===== config.mk =====
export PLATFORM = sky130hd
export DESIGN_NAME = wwd_top
export DESIGN_NICKNAME = d
export VERILOG_FILES = /design/src/include/wwd_pkg.sv /design/src/wwd_top.sv
export SDC_FILE = /design/constraint.sdc
export NUM_CORES = 1
export LEC_CHECK = 0
export BUFFER_PORTS_ARGS = -buffer_cell sky130_fd_sc_hd__buf_4
export CAP_MARGIN = 20
export CORE_ASPECT_RATIO = 0.75
export CORE_MARGIN = 1
export CORE_UTILIZATION = 61
export DETAILED_ROUTE_END_ITERATION = 12
export PLACE_DENSITY = 0.83
export SLEW_MARGIN = 20
export SYNTH_ARGS = -nofsm -noshare
export SYNTH_HDL_FRONTEND = slang
export SYNTH_SLANG_ARGS = --single-unit

===== constraint.sdc =====
create_clock -name clk -period 3.1 [get_ports clk]
set_clock_uncertainty 0.05 [all_clocks]
set_input_delay 0.62 -clock clk [delete_from_list [all_inputs] [get_ports clk]]
set_output_delay 0.62 -clock clk [all_outputs]
set_load 0.02 [all_outputs]

===== src/include/wwd_pkg.sv =====
// constants, types and register map of the window watchdog with arm gating
package wwd_pkg;

  // ---------------------------------------------------------------
  // clock and timing
  // ---------------------------------------------------------------
  localparam int CLK_PERIOD_NS  = 25;
  localparam int RST_PULSE_NS   = 1_000_000;   // 1.0 ms
  localparam int POR_DELAY_NS   = 1_000_000;
  localparam int WIN_MIN_NS     = 2_000_000;
  localparam int WIN_MAX_NS     = 20_000_000;
  // least times round up, longest times round down
  localparam int RST_PULSE_CYC  = (RST_PULSE_NS + CLK_PERIOD_NS - 1) / CLK_PERIOD_NS;
  localparam int POR_DELAY_CYC  = (POR_DELAY_NS + CLK_PERIOD_NS - 1) / CLK_PERIOD_NS;
  localparam int WIN_MIN_CYC    = (WIN_MIN_NS + CLK_PERIOD_NS - 1) / CLK_PERIOD_NS;
  localparam int WIN_MAX_CYC    = WIN_MAX_NS / CLK_PERIOD_NS;
  localparam int CNT_W          = 24;

  // ---------------------------------------------------------------
  // register port
  // ---------------------------------------------------------------
  localparam int ADDR_W         = 4;
  localparam int DATA_W         = 32;
  localparam logic [ADDR_W-1:0] ADDR_CMD    = 4'h0;
  localparam logic [ADDR_W-1:0] ADDR_STATUS = 4'h4;
  localparam logic [ADDR_W-1:0] ADDR_ARM    = 4'h8;

  // command register fields (write only, read as zero)
  localparam int CMD_POL_BIT    = 0;
  localparam int CMD_FEED_BIT   = 1;
  localparam int CMD_TEST_BIT   = 2;
  localparam int CMD_OVR_BIT    = 3;

  // status register fields
  localparam int STS_ERR_BIT    = 0;
  localparam int STS_LOCK_BIT   = 1;
  localparam int STS_STATE_LSB  = 2;
  localparam int STS_RST_BIT    = 4;
  localparam int STS_POR_BIT    = 5;
  localparam int STS_POL_BIT    = 6;

  // arm level register fields and reset value
  localparam int ARM_LVL_BIT    = 0;
  localparam int ARM_CPL_BIT    = 1;
  localparam logic ARM_LVL_RST  = 1'b0;
  localparam logic ARM_CPL_RST  = 1'b1;

  // ---------------------------------------------------------------
  // service state machine
  // ---------------------------------------------------------------
  typedef enum logic [1:0] {
    WWD_INIT,
    WWD_DRIVE,
    WWD_TEST,
    WWD_OVERRIDE
  } wwd_state_e;

endpackage : wwd_pkg


===== src/wwd_top.sv =====
// window watchdog, system reset merge and arm output gating
`timescale 1ns/1ps

module wwd_top
  import wwd_pkg::*;
#(
  parameter int WIN_MIN_CYCLES   = wwd_pkg::WIN_MIN_CYC,
  parameter int WIN_MAX_CYCLES   = wwd_pkg::WIN_MAX_CYC,
  parameter int RST_PULSE_CYCLES = wwd_pkg::RST_PULSE_CYC,
  parameter int POR_DELAY_CYCLES = wwd_pkg::POR_DELAY_CYC
) (
  input  wire logic                       clk,
  input  wire logic                       nrst,
  input  wire logic [wwd_pkg::ADDR_W-1:0] addr,
  input  wire logic [wwd_pkg::DATA_W-1:0] wr_data,
  input  wire logic                       wr_en,
  input  wire logic                       rd_en,
  output logic      [wwd_pkg::DATA_W-1:0] rd_data,
  input  wire logic                       main_supply_ok,
  input  wire logic                       logic_supply_ok,
  input  wire logic                       ground_ok,
  input  wire logic                       reference_ok,
  input  wire logic                       service_machine_reset,
  input  wire logic                       safing_machine_reset,
  input  wire logic                       sleep_logic_reset,
  input  wire logic                       analog_failsafe_reset,
  output logic                            reset_out_n,
  output logic                            core_reset,
  output logic                            safing_reset_out,
  output logic                            sleep_reset_out,
  output logic                            watchdog_error_flag,
  output logic                            arm_o,
  output logic                            arm_oe,
  output logic                            arm_enable_complement_o,
  output logic                            arm_enable_complement_oe
);
  import wwd_pkg::*;

  // ---------------------------------------------------------------
  // state
  // ---------------------------------------------------------------
  typedef struct packed {
    wwd_state_e        state;
    logic              prev_pol;
    logic [CNT_W-1:0]  win_cnt;
    logic [CNT_W-1:0]  pulse_cnt;
    logic [CNT_W-1:0]  por_cnt;
    logic              por_done;
    logic              err_flag;
    logic              lockout;
    logic              bypass_hold;
    logic              arm_lvl;
    logic              cpl_lvl;
    logic [DATA_W-1:0] rd_data;
    logic              rst_n;
    logic              core_rst;
    logic              ssm_rst;
    logic              slp_rst;
    logic              arm_o;
    logic              cpl_o;
    logic              oe;
  } wwd_state_s;

  wwd_state_s state_reg;
  wwd_state_s state_next;

  localparam logic [CNT_W-1:0] MIN_C   = CNT_W'(WIN_MIN_CYCLES);
  localparam logic [CNT_W-1:0] MAX_C   = CNT_W'(WIN_MAX_CYCLES);
  localparam logic [CNT_W-1:0] PULSE_C = CNT_W'(RST_PULSE_CYCLES - 1);
  localparam logic [CNT_W-1:0] POR_C   = CNT_W'(POR_DELAY_CYCLES - 1);
  localparam logic [CNT_W-1:0] CNT_ONE = CNT_W'(1);

  logic feed;
  logic feed_pol;
  logic test_cmd;
  logic ovr_cmd;
  logic sys_ok;
  logic sys_rst;
  logic win_ok;
  logic timeout;
  logic err;
  logic good;
  logic bypass;
  logic in_drive;

  // ---------------------------------------------------------------
  // next state
  // ---------------------------------------------------------------
  always_comb begin
    state_next = state_reg;
    state_next.rd_data = '0;
    feed     = wr_en && (addr == ADDR_CMD) && wr_data[CMD_FEED_BIT];
    feed_pol = wr_data[CMD_POL_BIT];
    test_cmd = wr_en && (addr == ADDR_CMD) && wr_data[CMD_TEST_BIT];
    ovr_cmd  = wr_en && (addr == ADDR_CMD) && wr_data[CMD_OVR_BIT];
    err  = 1'b0;
    good = 1'b0;

    // monitor merge; supplies are taken as already synchronous
    sys_ok = main_supply_ok && logic_supply_ok && ground_ok && reference_ok;
    sys_rst = !sys_ok || !state_reg.por_done || (state_reg.pulse_cnt != '0);
    state_next.core_rst = !logic_supply_ok || !reference_ok;
    state_next.ssm_rst  = safing_machine_reset;
    state_next.slp_rst  = sleep_logic_reset;

    // power-on delay restarts whenever the main supply drops
    if (!main_supply_ok) begin
      state_next.por_cnt  = '0;
      state_next.por_done = 1'b0;
    end else if (!state_reg.por_done) begin
      if (state_reg.por_cnt == POR_C) begin
        state_next.por_done = 1'b1;
      end else begin
        state_next.por_cnt = state_reg.por_cnt + CNT_ONE;
      end
    end

    // window check; a feed exactly at the limit still counts
    win_ok  = (state_reg.win_cnt >= MIN_C) && (state_reg.win_cnt <= MAX_C);
    timeout = (state_reg.win_cnt >= MAX_C) && !feed;

    case (state_reg.state)
      WWD_INIT: begin
        state_next.win_cnt = '0;
        if (state_reg.por_done && ovr_cmd) begin
          state_next.state = WWD_OVERRIDE;
        end else if (state_reg.por_done && feed) begin
          state_next.state    = WWD_DRIVE;
          state_next.prev_pol = feed_pol;
          good = 1'b1;
        end
      end
      WWD_DRIVE, WWD_TEST: begin
        if (feed) begin
          state_next.win_cnt  = '0;
          state_next.prev_pol = feed_pol;
          if ((feed_pol != state_reg.prev_pol) && win_ok) begin
            good = 1'b1;
          end else begin
            err = 1'b1;
          end
        end else if (timeout) begin
          state_next.win_cnt = '0;
          err = 1'b1;
        end else begin
          state_next.win_cnt = state_reg.win_cnt + CNT_ONE;
        end
        // the test mark only lives until the current window closes
        if (feed || timeout) begin
          state_next.state = WWD_DRIVE;
        end else if (test_cmd) begin
          state_next.state = WWD_TEST;
        end
      end
      WWD_OVERRIDE: begin
        // timing stops; polarity still tracked for later reads
        state_next.win_cnt = '0;
        if (feed) begin
          state_next.prev_pol = feed_pol;
        end
      end
      default: begin
        state_next.state = WWD_INIT;
      end
    endcase

    // failure: pulse, flag, and lockout only when erring from plain drive
    if (err) begin
      state_next.err_flag  = 1'b1;
      state_next.pulse_cnt = PULSE_C;
      if (state_reg.state == WWD_TEST) begin
        state_next.bypass_hold = 1'b1;
      end else begin
        state_next.lockout = 1'b1;
      end
    end else begin
      if (good) begin
        state_next.err_flag = 1'b0;
      end
      if (state_reg.pulse_cnt != '0) begin
        state_next.pulse_cnt = state_reg.pulse_cnt - CNT_ONE;
        if (state_reg.pulse_cnt == CNT_ONE) begin
          state_next.bypass_hold = 1'b0;
        end
      end
    end

    // a system reset seen in plain drive locks the arm outputs, except while bypass_hold is set
    if (sys_rst && (state_reg.state == WWD_DRIVE) && !state_reg.bypass_hold) begin
      state_next.lockout = 1'b1;
    end

    // reset pin; the error term makes the pulse start without a lag
    state_next.rst_n = sys_ok && state_reg.por_done
                       && (state_reg.pulse_cnt == '0) && !err;

    // machine reset wins over a coincident error's flag and lockout on the same edge; the reset pulse still starts
    if (service_machine_reset) begin
      state_next.state       = WWD_INIT;
      state_next.win_cnt     = '0;
      state_next.err_flag    = 1'b0;
      state_next.lockout     = 1'b0;
      state_next.bypass_hold = 1'b0;
    end

    // supply ramp keeps the machine parked and the flag clear
    if (!state_reg.por_done) begin
      state_next.state       = WWD_INIT;
      state_next.err_flag    = 1'b0;
      state_next.lockout     = 1'b0;
      state_next.bypass_hold = 1'b0;
      state_next.win_cnt     = '0;
    end

    // ---------------------------------------------------------------
    // register port
    // ---------------------------------------------------------------
    if (state_reg.core_rst) begin
      state_next.arm_lvl = ARM_LVL_RST;
      state_next.cpl_lvl = ARM_CPL_RST;
    end else if (wr_en && (addr == ADDR_ARM)) begin
      state_next.arm_lvl = wr_data[ARM_LVL_BIT];
      state_next.cpl_lvl = wr_data[ARM_CPL_BIT];
    end
    if (rd_en) begin
      case (addr)
        ADDR_STATUS: begin
          state_next.rd_data[STS_ERR_BIT] = state_reg.err_flag;
          state_next.rd_data[STS_LOCK_BIT] = state_reg.lockout;
          state_next.rd_data[STS_STATE_LSB +: 2] = state_reg.state;
          state_next.rd_data[STS_RST_BIT] = !state_reg.rst_n;
          state_next.rd_data[STS_POR_BIT] = state_reg.por_done;
          state_next.rd_data[STS_POL_BIT] = state_reg.prev_pol;
        end
        ADDR_ARM: begin
          state_next.rd_data[ARM_LVL_BIT] = state_reg.arm_lvl;
          state_next.rd_data[ARM_CPL_BIT] = state_reg.cpl_lvl;
        end
        default: begin
          state_next.rd_data = '0;
        end
      endcase
    end

    // ---------------------------------------------------------------
    // arm gating
    // ---------------------------------------------------------------
    in_drive = (state_reg.state == WWD_DRIVE) || (state_reg.state == WWD_TEST);
    bypass   = (state_reg.state != WWD_DRIVE) || state_reg.bypass_hold;
    state_next.oe = !analog_failsafe_reset
                    && (!sys_rst || bypass)
                    && ((state_reg.state == WWD_OVERRIDE)
                        || (in_drive && !safing_machine_reset
                            && !state_reg.lockout));
    state_next.arm_o = state_reg.arm_lvl;
    // equal levels allowed in init, test and override; plain drive keeps the pair complementary
    if (state_reg.state == WWD_DRIVE) begin
      state_next.cpl_o = !state_reg.arm_lvl;
    end else begin
      state_next.cpl_o = state_reg.cpl_lvl;
    end
  end

  // ---------------------------------------------------------------
  // registers
  // ---------------------------------------------------------------
  always_ff @(posedge clk or negedge nrst) begin
    if (!nrst) begin
      state_reg             <= '0;
      state_reg.state       <= WWD_INIT;
      state_reg.core_rst    <= 1'b1;
      state_reg.ssm_rst     <= 1'b1;
      state_reg.slp_rst     <= 1'b1;
      state_reg.arm_lvl     <= ARM_LVL_RST;
      state_reg.cpl_lvl     <= ARM_CPL_RST;
    end else begin
      state_reg <= state_next;
    end
  end

  assign rd_data                  = state_reg.rd_data;
  assign reset_out_n              = state_reg.rst_n;
  assign core_reset               = state_reg.core_rst;
  assign safing_reset_out         = state_reg.ssm_rst;
  assign sleep_reset_out          = state_reg.slp_rst;
  assign watchdog_error_flag      = state_reg.err_flag;
  assign arm_o                    = state_reg.arm_o;
  assign arm_oe                   = state_reg.oe;
  assign arm_enable_complement_o  = state_reg.cpl_o;
  assign arm_enable_complement_oe = state_reg.oe;
endmodule : wwd_top


==> impl_results.html, run 1 <==
<table>
<tr><th>Metric</th><th>Value</th></tr>
<tr><th colspan="2">Global routing</th></tr>
<tr><td>Global-route usage over all layers</td><td>26.21%</td></tr>
<tr><td>Number of global-route vias before repair</td><td>3751</td></tr>
<tr><td>Wire length of the first global-routing pass</td><td>17710 um</td></tr>
<tr><td>Grt total ovfl</td><td>0</td></tr>
<tr><td>Pin count of the biggest net entering global routing</td><td>49</td></tr>
<tr><td>Antenna violations before repair</td><td>0</td></tr>
<tr><th colspan="2">Critical path</th></tr>
<tr><td>Highest fanout seen on the critical path</td><td>12</td></tr>
<tr><td>Required arrival time at the worst endpoint</td><td>3.38 ns</td></tr>
<tr><td>Cell Chain, Critical Path</td><td>nor4_1 -&gt; a21oi_1 -&gt; nor3_1 -&gt; o22ai_1 -&gt; nand2_1 -&gt; and4_1</td></tr>
<tr><td>Endpoint class of the critical path</td><td>flip-flop</td></tr>
<tr><td>Critical Path Source Type</td><td>flip-flop</td></tr>
<tr><td>Crit Path Class</td><td>flip-flop to flip-flop</td></tr>
<tr><td>Slowest Stage Delay on Critical Path</td><td>0.51 ns</td></tr>
<tr><td>Worst-path cell with the longest stage delay</td><td>nor4_1</td></tr>
<tr><td>Worst Path Arrival</td><td>2.91 ns</td></tr>
<tr><th colspan="2">Min path</th></tr>
<tr><td>Class of the worst hold path</td><td>primary input to async pin</td></tr>
<tr><th colspan="2">Detailed routing</th></tr>
<tr><td>Vias/cell</td><td>5.937</td></tr>
<tr><td>Starting DRT DRC Count</td><td>331</td></tr>
<tr><td>Drt pass-1 iters</td><td>5</td></tr>
<tr><td>Total Routed Length</td><td>10740 um</td></tr>
<tr><td>Remaining design rule violation count</td><td>0</td></tr>
<tr><td>Detail-routed net length per standard cell</td><td>15.72 um</td></tr>
<tr><td>Number of vias after detailed routing</td><td>4055</td></tr>
<tr><td>Antenna-violating nets left</td><td>0</td></tr>
<tr><th colspan="2">Logic synthesis</th></tr>
<tr><td>Most instantiated cells after synthesis</td><td>dfrtp_1 (91), nor2_1 (61), nand2_1 (41)</td></tr>
<tr><td>Leading register cell type out of synthesis</td><td>dfrtp_1</td></tr>
<tr><td>Post-synthesis adder-cell area fraction</td><td>2.436%</td></tr>
<tr><td>Synth area leaders</td><td>dfrtp_1 (44%), buf_4 (4.8%), nor2_1 (4.5%)</td></tr>
<tr><td>Register area share after synthesis</td><td>46.38%</td></tr>
<tr><td>Multiplexer area fraction after synthesis</td><td>0.1949%</td></tr>
<tr><td>Yosys warnings</td><td>0</td></tr>
<tr><td>Post-Synth Simple-Gate Area</td><td>26.24%</td></tr>
<tr><td>Synthesized flop and latch total</td><td>95</td></tr>
<tr><td>Synth Area in Compound Gates</td><td>9.890%</td></tr>
<tr><td>Post-synth cell types</td><td>61</td></tr>
<tr><td>Most used standard cell by instance count after synthesis</td><td>dfrtp_1</td></tr>
<tr><td>Combinational family with the most area after synthesis</td><td>simple AND/OR/NAND/NOR gates</td></tr>
<tr><td>Post-synthesis xor/xnor area fraction</td><td>7.674%</td></tr>
<tr><td>Fraction of registers with async set or reset after synthesis</td><td>100.0%</td></tr>
<tr><td>Post-Syn Area per Cell</td><td>9.582 sq um</td></tr>
<tr><td>Post-synthesis cell area</td><td>5136 sq um</td></tr>
<tr><td>Most area-hungry cell type in the Yosys netlist</td><td>dfrtp_1</td></tr>
<tr><td>Portion of synthesized cell area occupied by the leading cell type</td><td>44.34%</td></tr>
<tr><td>Instance count of the mapped netlist</td><td>536</td></tr>
<tr><td>Number of synthesized flops with an enable pin</td><td>0</td></tr>
<tr><th colspan="2">STA</th></tr>
<tr><td>Worst slew pin tran</td><td>0.6731 ns</td></tr>
<tr><td>Minimum clock period</td><td>2.636 ns</td></tr>
<tr><td>Unrepaired setup endpoints after global routing</td><td>no</td></tr>
<tr><td>Final number of hold-violating endpoints</td><td>0</td></tr>
<tr><td>Share of the clock period used by the worst path after layout</td><td>85.03%</td></tr>
<tr><td>Count of endpoints failing setup in the final report</td><td>0</td></tr>
<tr><td>Smallest setup slack after layout</td><td>0.4641 ns</td></tr>
<tr><td>Max-slew violation count</td><td>0</td></tr>
<tr><td>Highest achievable clock rate</td><td>379.4 MHz</td></tr>
<tr><td>Sum of negative setup slack</td><td>0 ns</td></tr>
<tr><td>Slew margin rel.</td><td>54.76%</td></tr>
<tr><th colspan="2">Die</th></tr>
<tr><td>Die Height</td><td>81.47 um</td></tr>
<tr><td>Area of the die</td><td>8795 sq um</td></tr>
<tr><td>I/O pins</td><td>89</td></tr>
<tr><td>Die outline width</td><td>108.0 um</td></tr>
<tr><td>Initial core utilization</td><td>64.02%</td></tr>
<tr><td>Area of the core region</td><td>8023 sq um</td></tr>
<tr><td>Number of standard-cell rows in the floorplan</td><td>28</td></tr>
<tr><th colspan="2">Clocking</th></tr>
<tr><td>CTS Hold Buffers Added</td><td>0</td></tr>
<tr><td>Number of resized instances in the post-cts repair step</td><td>0</td></tr>
<tr><td>Clock latency at the later pin of the worst-skew pair</td><td>0.39 ns</td></tr>
<tr><td>Num Clock Sinks</td><td>95</td></tr>
<tr><td>TritonCTS clock tree</td><td>built</td></tr>
<tr><td>Clk slew on worst S/H paths</td><td>0.10 ns</td></tr>
<tr><td>Clock tree root buffer cell</td><td>clkbuf_8</td></tr>
<tr><td>Post CTS Setup Buffer Count</td><td>0</td></tr>
<tr><td>Number of buffers on the longest clock path</td><td>2</td></tr>
<tr><td>Maximum level of the CTS H-tree</td><td>3</td></tr>
<tr><td>Number of clock buffers inserted by TritonCTS</td><td>9</td></tr>
<tr><th colspan="2">Power and ir drop</th></tr>
<tr><td>Peak supply drop</td><td>428.1 uV</td></tr>
<tr><td>Static power due to leakage</td><td>2.446 nW</td></tr>
<tr><td>Pwr/cell area</td><td>398.4 nW/um^2</td></tr>
<tr><th colspan="2">Layout</th></tr>
<tr><td>Max reg flops</td><td>79</td></tr>
<tr><td>Fraction of layout cells with a size suffix above 1</td><td>13.15%</td></tr>
<tr><td>Count of antenna diodes in the layout</td><td>0</td></tr>
<tr><td>Final net count</td><td>631</td></tr>
<tr><td>Synthesis-to-finish area growth</td><td>8.916%</td></tr>
<tr><td>Layout fillers</td><td>595</td></tr>
<tr><th colspan="2">Run</th></tr>
<tr><td>Max-cap viol count</td><td>0</td></tr>
<tr><th colspan="2">Place</th></tr>
<tr><td>Post-DP HPWL</td><td>7731 um</td></tr>
<tr><td>Pre-CTS WS</td><td>0.3885 ns</td></tr>
<tr><td>IO Port Bufs</td><td>35</td></tr>
<tr><td>Final Wtd Congestion</td><td>0.8880</td></tr>
<tr><th colspan="2">Status</th></tr>
<tr><td>Status</td><td>completed</td></tr>
</table>
[layer usage]
layer	global-route usage [%]	vias up	share of wire, %
met5	0	-	0
met4	9.315	0	1.3
met3	6.270	21	5.6
met2	41.97	145	47
met1	35.10	1981	46
li1	-	1908	-
[power by group]
part	internal, mW	switching (mW)
clock	0.382	0.466
sequential	1.25	0.00979
combinational	0.0361	0.0853
total	1.67	0.561
[cell usage in the layout (no fill, tap or decap), drive strengths merged, types with 10 or more instances in the layout]
master and instances:
nand3 27, xor2 24, nor4 19, a21oi 15, o21ai 23, conb 29, nor2 61, ha 10
inv 18, dfrtp 91, and2 18, buf 42, xnor2 21, nand2 41, nor3 19
[cells by family after synthesis]
group / after synthesis
multiplexers: 1
AO/OA/AOI/OAI: 76
XOR/XNOR: 45
flip-flops: 95
buffers and inverters: 59
adder cells (fa/ha/maj): 10
AND/OR/NAND/NOR: 249
other: 1
[layout make-up]
class                      instances  area, sq um  area share [%]
multi-input combinational        410         2494           44.58
inverter                          15        56.30           1.006
clock buffer                       9        123.9           2.214
clock inverter                     7        78.83           1.409
sequential                        95         2382           42.59
tap                              105        131.4           2.348
timing repair buffer              42        327.8           5.860
[metrics by stage]
step	hold slack [ns]	utilization (%)	std cells	total power [mW]	cell area (sq um)
2_1_floorplan	0.2744	-	564	1.363	5241
3_3_place_gp	0.3706	67.20	667	1.400	5391
3_5_place_dp	0.3756	67.20	667	1.405	5391
4_1_cts	0.2037	69.73	683	2.250	5594
5_1_grt	0.2182	69.73	683	2.308	5594
6_report	0.1824	69.73	683	2.229	5594
[final timing paths]
kind	start	endpoint	depth (start not counted)	slack (ns)
max	state_reg[109]$_DFF_PN0_	reset_out_n$_DFF_PN0_	6	0.46
max reg2reg	state_reg[109]$_DFF_PN0_	reset_out_n$_DFF_PN0_	6	0.46
min in group clk	sleep_logic_reset	sleep_reset_out$_DFF_PN1_	1	0.30
min reg2reg	state_next[2]$_DFFE_PN0P_	arm_o$_DFF_PN0_	0	0.43
max in group asynchronous	nrst	sleep_reset_out$_DFF_PN1_	2	2.08
min	nrst	state_reg[108]$_DFF_PN0_	1	0.18
[worst max-delay path, delay by kind of cell (launching register included)]
| family | cells | cell delay [ns] |
|---|---|---|
| compound gates | 2 | 0.38 |
| flops | 1 | 0.47 |
| simple gates | 4 | 1.68 |
No activity file was read; power rests on OpenSTA's default activity.
==> run 2: changes to the inputs <==
--- a/config.mk
+++ b/config.mk
@@ -9,9 +9,9 @@
 export CAP_MARGIN = 20
 export CORE_ASPECT_RATIO = 0.75
 export CORE_MARGIN = 1
-export CORE_UTILIZATION = 61
+export CORE_UTILIZATION = 56
 export DETAILED_ROUTE_END_ITERATION = 12
-export PLACE_DENSITY = 0.83
+export PLACE_DENSITY = 0.76
 export SLEW_MARGIN = 20
 export SYNTH_ARGS = -nofsm -noshare
 export SYNTH_HDL_FRONTEND = slang
==> constraint.sdc (replaced) <==
create_clock -name clk -period 2.55 [get_ports clk]
set_clock_uncertainty 0.05 [all_clocks]
set_input_delay 0.51 -clock clk [delete_from_list [all_inputs] [get_ports clk]]
set_output_delay 0.51 -clock clk [all_outputs]
set_load 0.02 [all_outputs]
==> impl_results.html, run 2 (same netlist as run 1, synthesis figures left out) <==
<table>
<tr><th>Metric</th><th>Value</th></tr>
<tr><th colspan="2">Layout</th></tr>
<tr><td>Fraction of layout cells with a size suffix above 1</td><td>14.94% (+1.8 points)</td></tr>
<tr><td>Leading cell type in the layout, fill and taps excluded</td><td>dfrtp_1</td></tr>
<tr><td>Max reg flops</td><td>79 (unchanged)</td></tr>
<tr><td>Final net count</td><td>642 (+1.7%)</td></tr>
<tr><td>Count of antenna diodes in the layout</td><td>0 (unchanged)</td></tr>
<tr><td>Synthesis-to-finish area growth</td><td>12.62%</td></tr>
<tr><td>Commonest non-fill, non-tap cells in the layout</td><td>dfrtp_1 (91), nor2_1 (61), buf_4 (51), nand2_1 (41), conb_1 (29)</td></tr>
<tr><td>Layout Cell Area excl Fill</td><td>5784 sq um (+3.4%)</td></tr>
<tr><th colspan="2">Detailed routing</th></tr>
<tr><td>Detail-routed net length per standard cell</td><td>15.24 um (-3.1%)</td></tr>
<tr><td>Drt pass-1 iters</td><td>5 (unchanged)</td></tr>
<tr><td>Starting DRT DRC Count</td><td>313 (-5.4%)</td></tr>
<tr><td>Antenna-violating nets left</td><td>0 (unchanged)</td></tr>
<tr><td>Number of vias after detailed routing</td><td>4052 (-0.074%)</td></tr>
<tr><td>Vias/cell</td><td>5.813 (-2.1%)</td></tr>
<tr><td>Total Routed Length</td><td>10620 um (-1.1%)</td></tr>
<tr><td>Remaining design rule violation count</td><td>0 (unchanged)</td></tr>
<tr><th colspan="2">Clocking</th></tr>
<tr><td>Number of clock buffers inserted by TritonCTS</td><td>9 (unchanged)</td></tr>
<tr><td>Clk slew on worst S/H paths</td><td>0.07 ns (-0.03 ns)</td></tr>
<tr><td>Num Clock Sinks</td><td>95 (unchanged)</td></tr>
<tr><td>Number of buffers on the longest clock path</td><td>2 (unchanged)</td></tr>
<tr><td>TritonCTS clock tree</td><td>built</td></tr>
<tr><td>Clock latency at the later pin of the worst-skew pair</td><td>0.35 ns (-0.04 ns)</td></tr>
<tr><td>Maximum level of the CTS H-tree</td><td>3 (unchanged)</td></tr>
<tr><td>CTS Hold Buffers Added</td><td>0 (unchanged)</td></tr>
<tr><td>Clock tree root buffer cell</td><td>clkbuf_16</td></tr>
<tr><th colspan="2">STA</th></tr>
<tr><td>Sum of negative setup slack</td><td>0 ns (unchanged)</td></tr>
<tr><td>Final number of hold-violating endpoints</td><td>0 (unchanged)</td></tr>
<tr><td>Worst slew pin tran</td><td>0.7200 ns (+0.04693 ns)</td></tr>
<tr><td>Slew margin rel.</td><td>52.00% (-2.8 points)</td></tr>
<tr><td>Share of the clock period used by the worst path after layout</td><td>91.19% (+6.2 points)</td></tr>
<tr><td>Highest achievable clock rate</td><td>430.1 MHz (+13%)</td></tr>
<tr><td>Minimum clock period</td><td>2.325 ns (-0.3106 ns)</td></tr>
<tr><td>Unrepaired setup endpoints after global routing</td><td>no</td></tr>
<tr><td>Count of endpoints failing setup in the final report</td><td>0 (unchanged)</td></tr>
<tr><td>Max-slew violation count</td><td>0 (unchanged)</td></tr>
<tr><th colspan="2">Critical path</th></tr>
<tr><td>Critical register-to-register path endpoint</td><td>watchdog_error_flag$_DFFE_PN0P_</td></tr>
<tr><td>Required arrival time at the worst endpoint</td><td>2.78 ns (-0.60 ns)</td></tr>
<tr><td>Worst reg-to-reg setup slack</td><td>0.22 ns (-0.24 ns)</td></tr>
<tr><td>Number of cells on the worst reg-to-reg path</td><td>7 (+1)</td></tr>
<tr><td>Endpoint class of the critical path</td><td>flip-flop</td></tr>
<tr><td>Critical Path Source Type</td><td>flip-flop</td></tr>
<tr><td>Critical path endpoint</td><td>watchdog_error_flag$_DFFE_PN0P_</td></tr>
<tr><td>Worst Path Arrival</td><td>2.56 ns (-0.35 ns)</td></tr>
<tr><td>Launching point of the worst reg2reg path</td><td>state_reg[104]$_DFF_PN0_</td></tr>
<tr><td>Crit Path Class</td><td>flip-flop to flip-flop</td></tr>
<tr><td>Highest fanout seen on the critical path</td><td>6 (-6)</td></tr>
<tr><td>Critical path origin</td><td>state_reg[104]$_DFF_PN0_</td></tr>
<tr><th colspan="2">Global routing</th></tr>
<tr><td>Pin count of the biggest net entering global routing</td><td>58 (+18%)</td></tr>
<tr><td>Antenna violations before repair</td><td>0 (unchanged)</td></tr>
<tr><td>Grt total ovfl</td><td>0 (unchanged)</td></tr>
<tr><td>Wire length of the first global-routing pass</td><td>18330 um (+3.5%)</td></tr>
<tr><td>Number of global-route vias before repair</td><td>3882 (+3.5%)</td></tr>
<tr><td>Global-route usage over all layers</td><td>24.39% (-1.8 points)</td></tr>
<tr><th colspan="2">Die</th></tr>
<tr><td>Die Height</td><td>84.94 um (+4.3%)</td></tr>
<tr><td>Die outline width</td><td>112.6 um (+4.3%)</td></tr>
<tr><td>Area of the core region</td><td>8672 sq um (+8.1%)</td></tr>
<tr><td>Area of the die</td><td>9563 sq um (+8.7%)</td></tr>
<tr><td>Number of standard-cell rows in the floorplan</td><td>29 (+3.6%)</td></tr>
<tr><td>I/O pins</td><td>89 (unchanged)</td></tr>
<tr><td>Initial core utilization</td><td>59.23% (-4.8 points)</td></tr>
<tr><th colspan="2">Place</th></tr>
<tr><td>Post-DP HPWL</td><td>7529 um (-2.6%)</td></tr>
<tr><td>IO Port Bufs</td><td>35 (unchanged)</td></tr>
<tr><td>Final Wtd Congestion</td><td>0.8893 (+0.15%)</td></tr>
<tr><td>Placed Area</td><td>5490 sq um (+1.8%)</td></tr>
<tr><th colspan="2">Min path</th></tr>
<tr><td>Class of the worst hold path</td><td>primary input to async pin</td></tr>
<tr><th colspan="2">Power and ir drop</th></tr>
<tr><td>Power after layout</td><td>2.979 mW (+34%)</td></tr>
<tr><td>Pwr/cell area</td><td>515.0 nW/um^2 (+29%)</td></tr>
<tr><td>Static power due to leakage</td><td>2.545 nW (+4.0%)</td></tr>
<tr><td>Peak supply drop</td><td>372.4 uV (-13%)</td></tr>
<tr><th colspan="2">Run</th></tr>
<tr><td>Max-cap viol count</td><td>0 (unchanged)</td></tr>
<tr><th colspan="2">Status</th></tr>
<tr><td>Status</td><td>completed</td></tr>
</table>
==> run 2: cell types whose count changed in the layout (fill, tap and decap cells not counted), sizes merged <==
cell / previous run / this run
clkinvlp: 2 / 1
bufinv: 1 / 0
buf: 42 / 53
inv: 18 / 19
clkinv: 1 / 2
==> run 2: where the power goes <==
| part | internal [mW] | switching (mW) | total [mW] | leakage [nW] |
|---|---|---|---|---|
| registers | 1.52 | 0.0117 | 1.53 | 1.26 |
| clock network | 0.682 | 0.617 | 1.30 | 0.139 |
| logic | 0.0457 | 0.103 | 0.148 | 1.14 |
==> run 2: worst min path at each step <==
stage / cells after the start / slack (ns) / end
floorplan: 0 / 0.16 / arm_enable_complement_o$_DFF_PN0_
global placement: 1 / 0.37 / rd_data[4]$_DFF_PN0_
detailed placement: 1 / 0.38 / rd_data[4]$_DFF_PN0_
CTS: 1 / 0.18 / state_reg[102]$_DFF_PN0_
global route: 1 / 0.21 / state_reg[106]$_DFF_PN0_
finish: 1 / 0.15 / state_reg[102]$_DFF_PN0_
==> run 2: stage by stage <==
step / hold slack, ns / worst slack [ns] / util, % / cells
CTS: 0.1845 / 0.1226 / 66.63 / 697
global route: 0.2058 / 0.05194 / 66.70 / 697
global placement: 0.3656 / 0.1676 / 63.31 / 681
finish: 0.1512 / 0.2247 / 66.70 / 697
detailed placement: 0.3757 / 0.1358 / 63.31 / 681
floorplan: 0.1644 / 0.3519 / - / 564
==> run 2: repair_timing <==
action,4_1_cts,5_1_grt
setup buffers,0,0
setup endpoints to repair,0,15
gates resized for setup,0,1
==> run 2: final cells by class <==
cell class	instances	area, sq um
clock buffer	9	225.2
clock inverter	7	62.56
fill	666	2888
inverter	15	56.30
multi-input combinational	410	2500
sequential	95	2382
tap	108	135.1
timing repair buffer	53	422.9
==> run 2: metal layers <==
metal | track usage (%) | up-vias | wire length (um)
met3 | 5.143 | 25 | 575
met4 | 8.848 | 0 | 224
met5 | 0 | - | 0
met2 | 37.65 | 137 | 4717
met1 | 34.25 | 1960 | 5105
li1 | - | 1930 | -
==> run 2: worst max-delay path: stages (launching register included) <==
cell     delay [ns]
dfrtp_1        0.46
or4_1          0.57
nor4_2         0.26
a31oi_1        0.15
o22ai_1        0.26
nand2_1        0.20
buf_4          0.19
a21oi_1        0.11
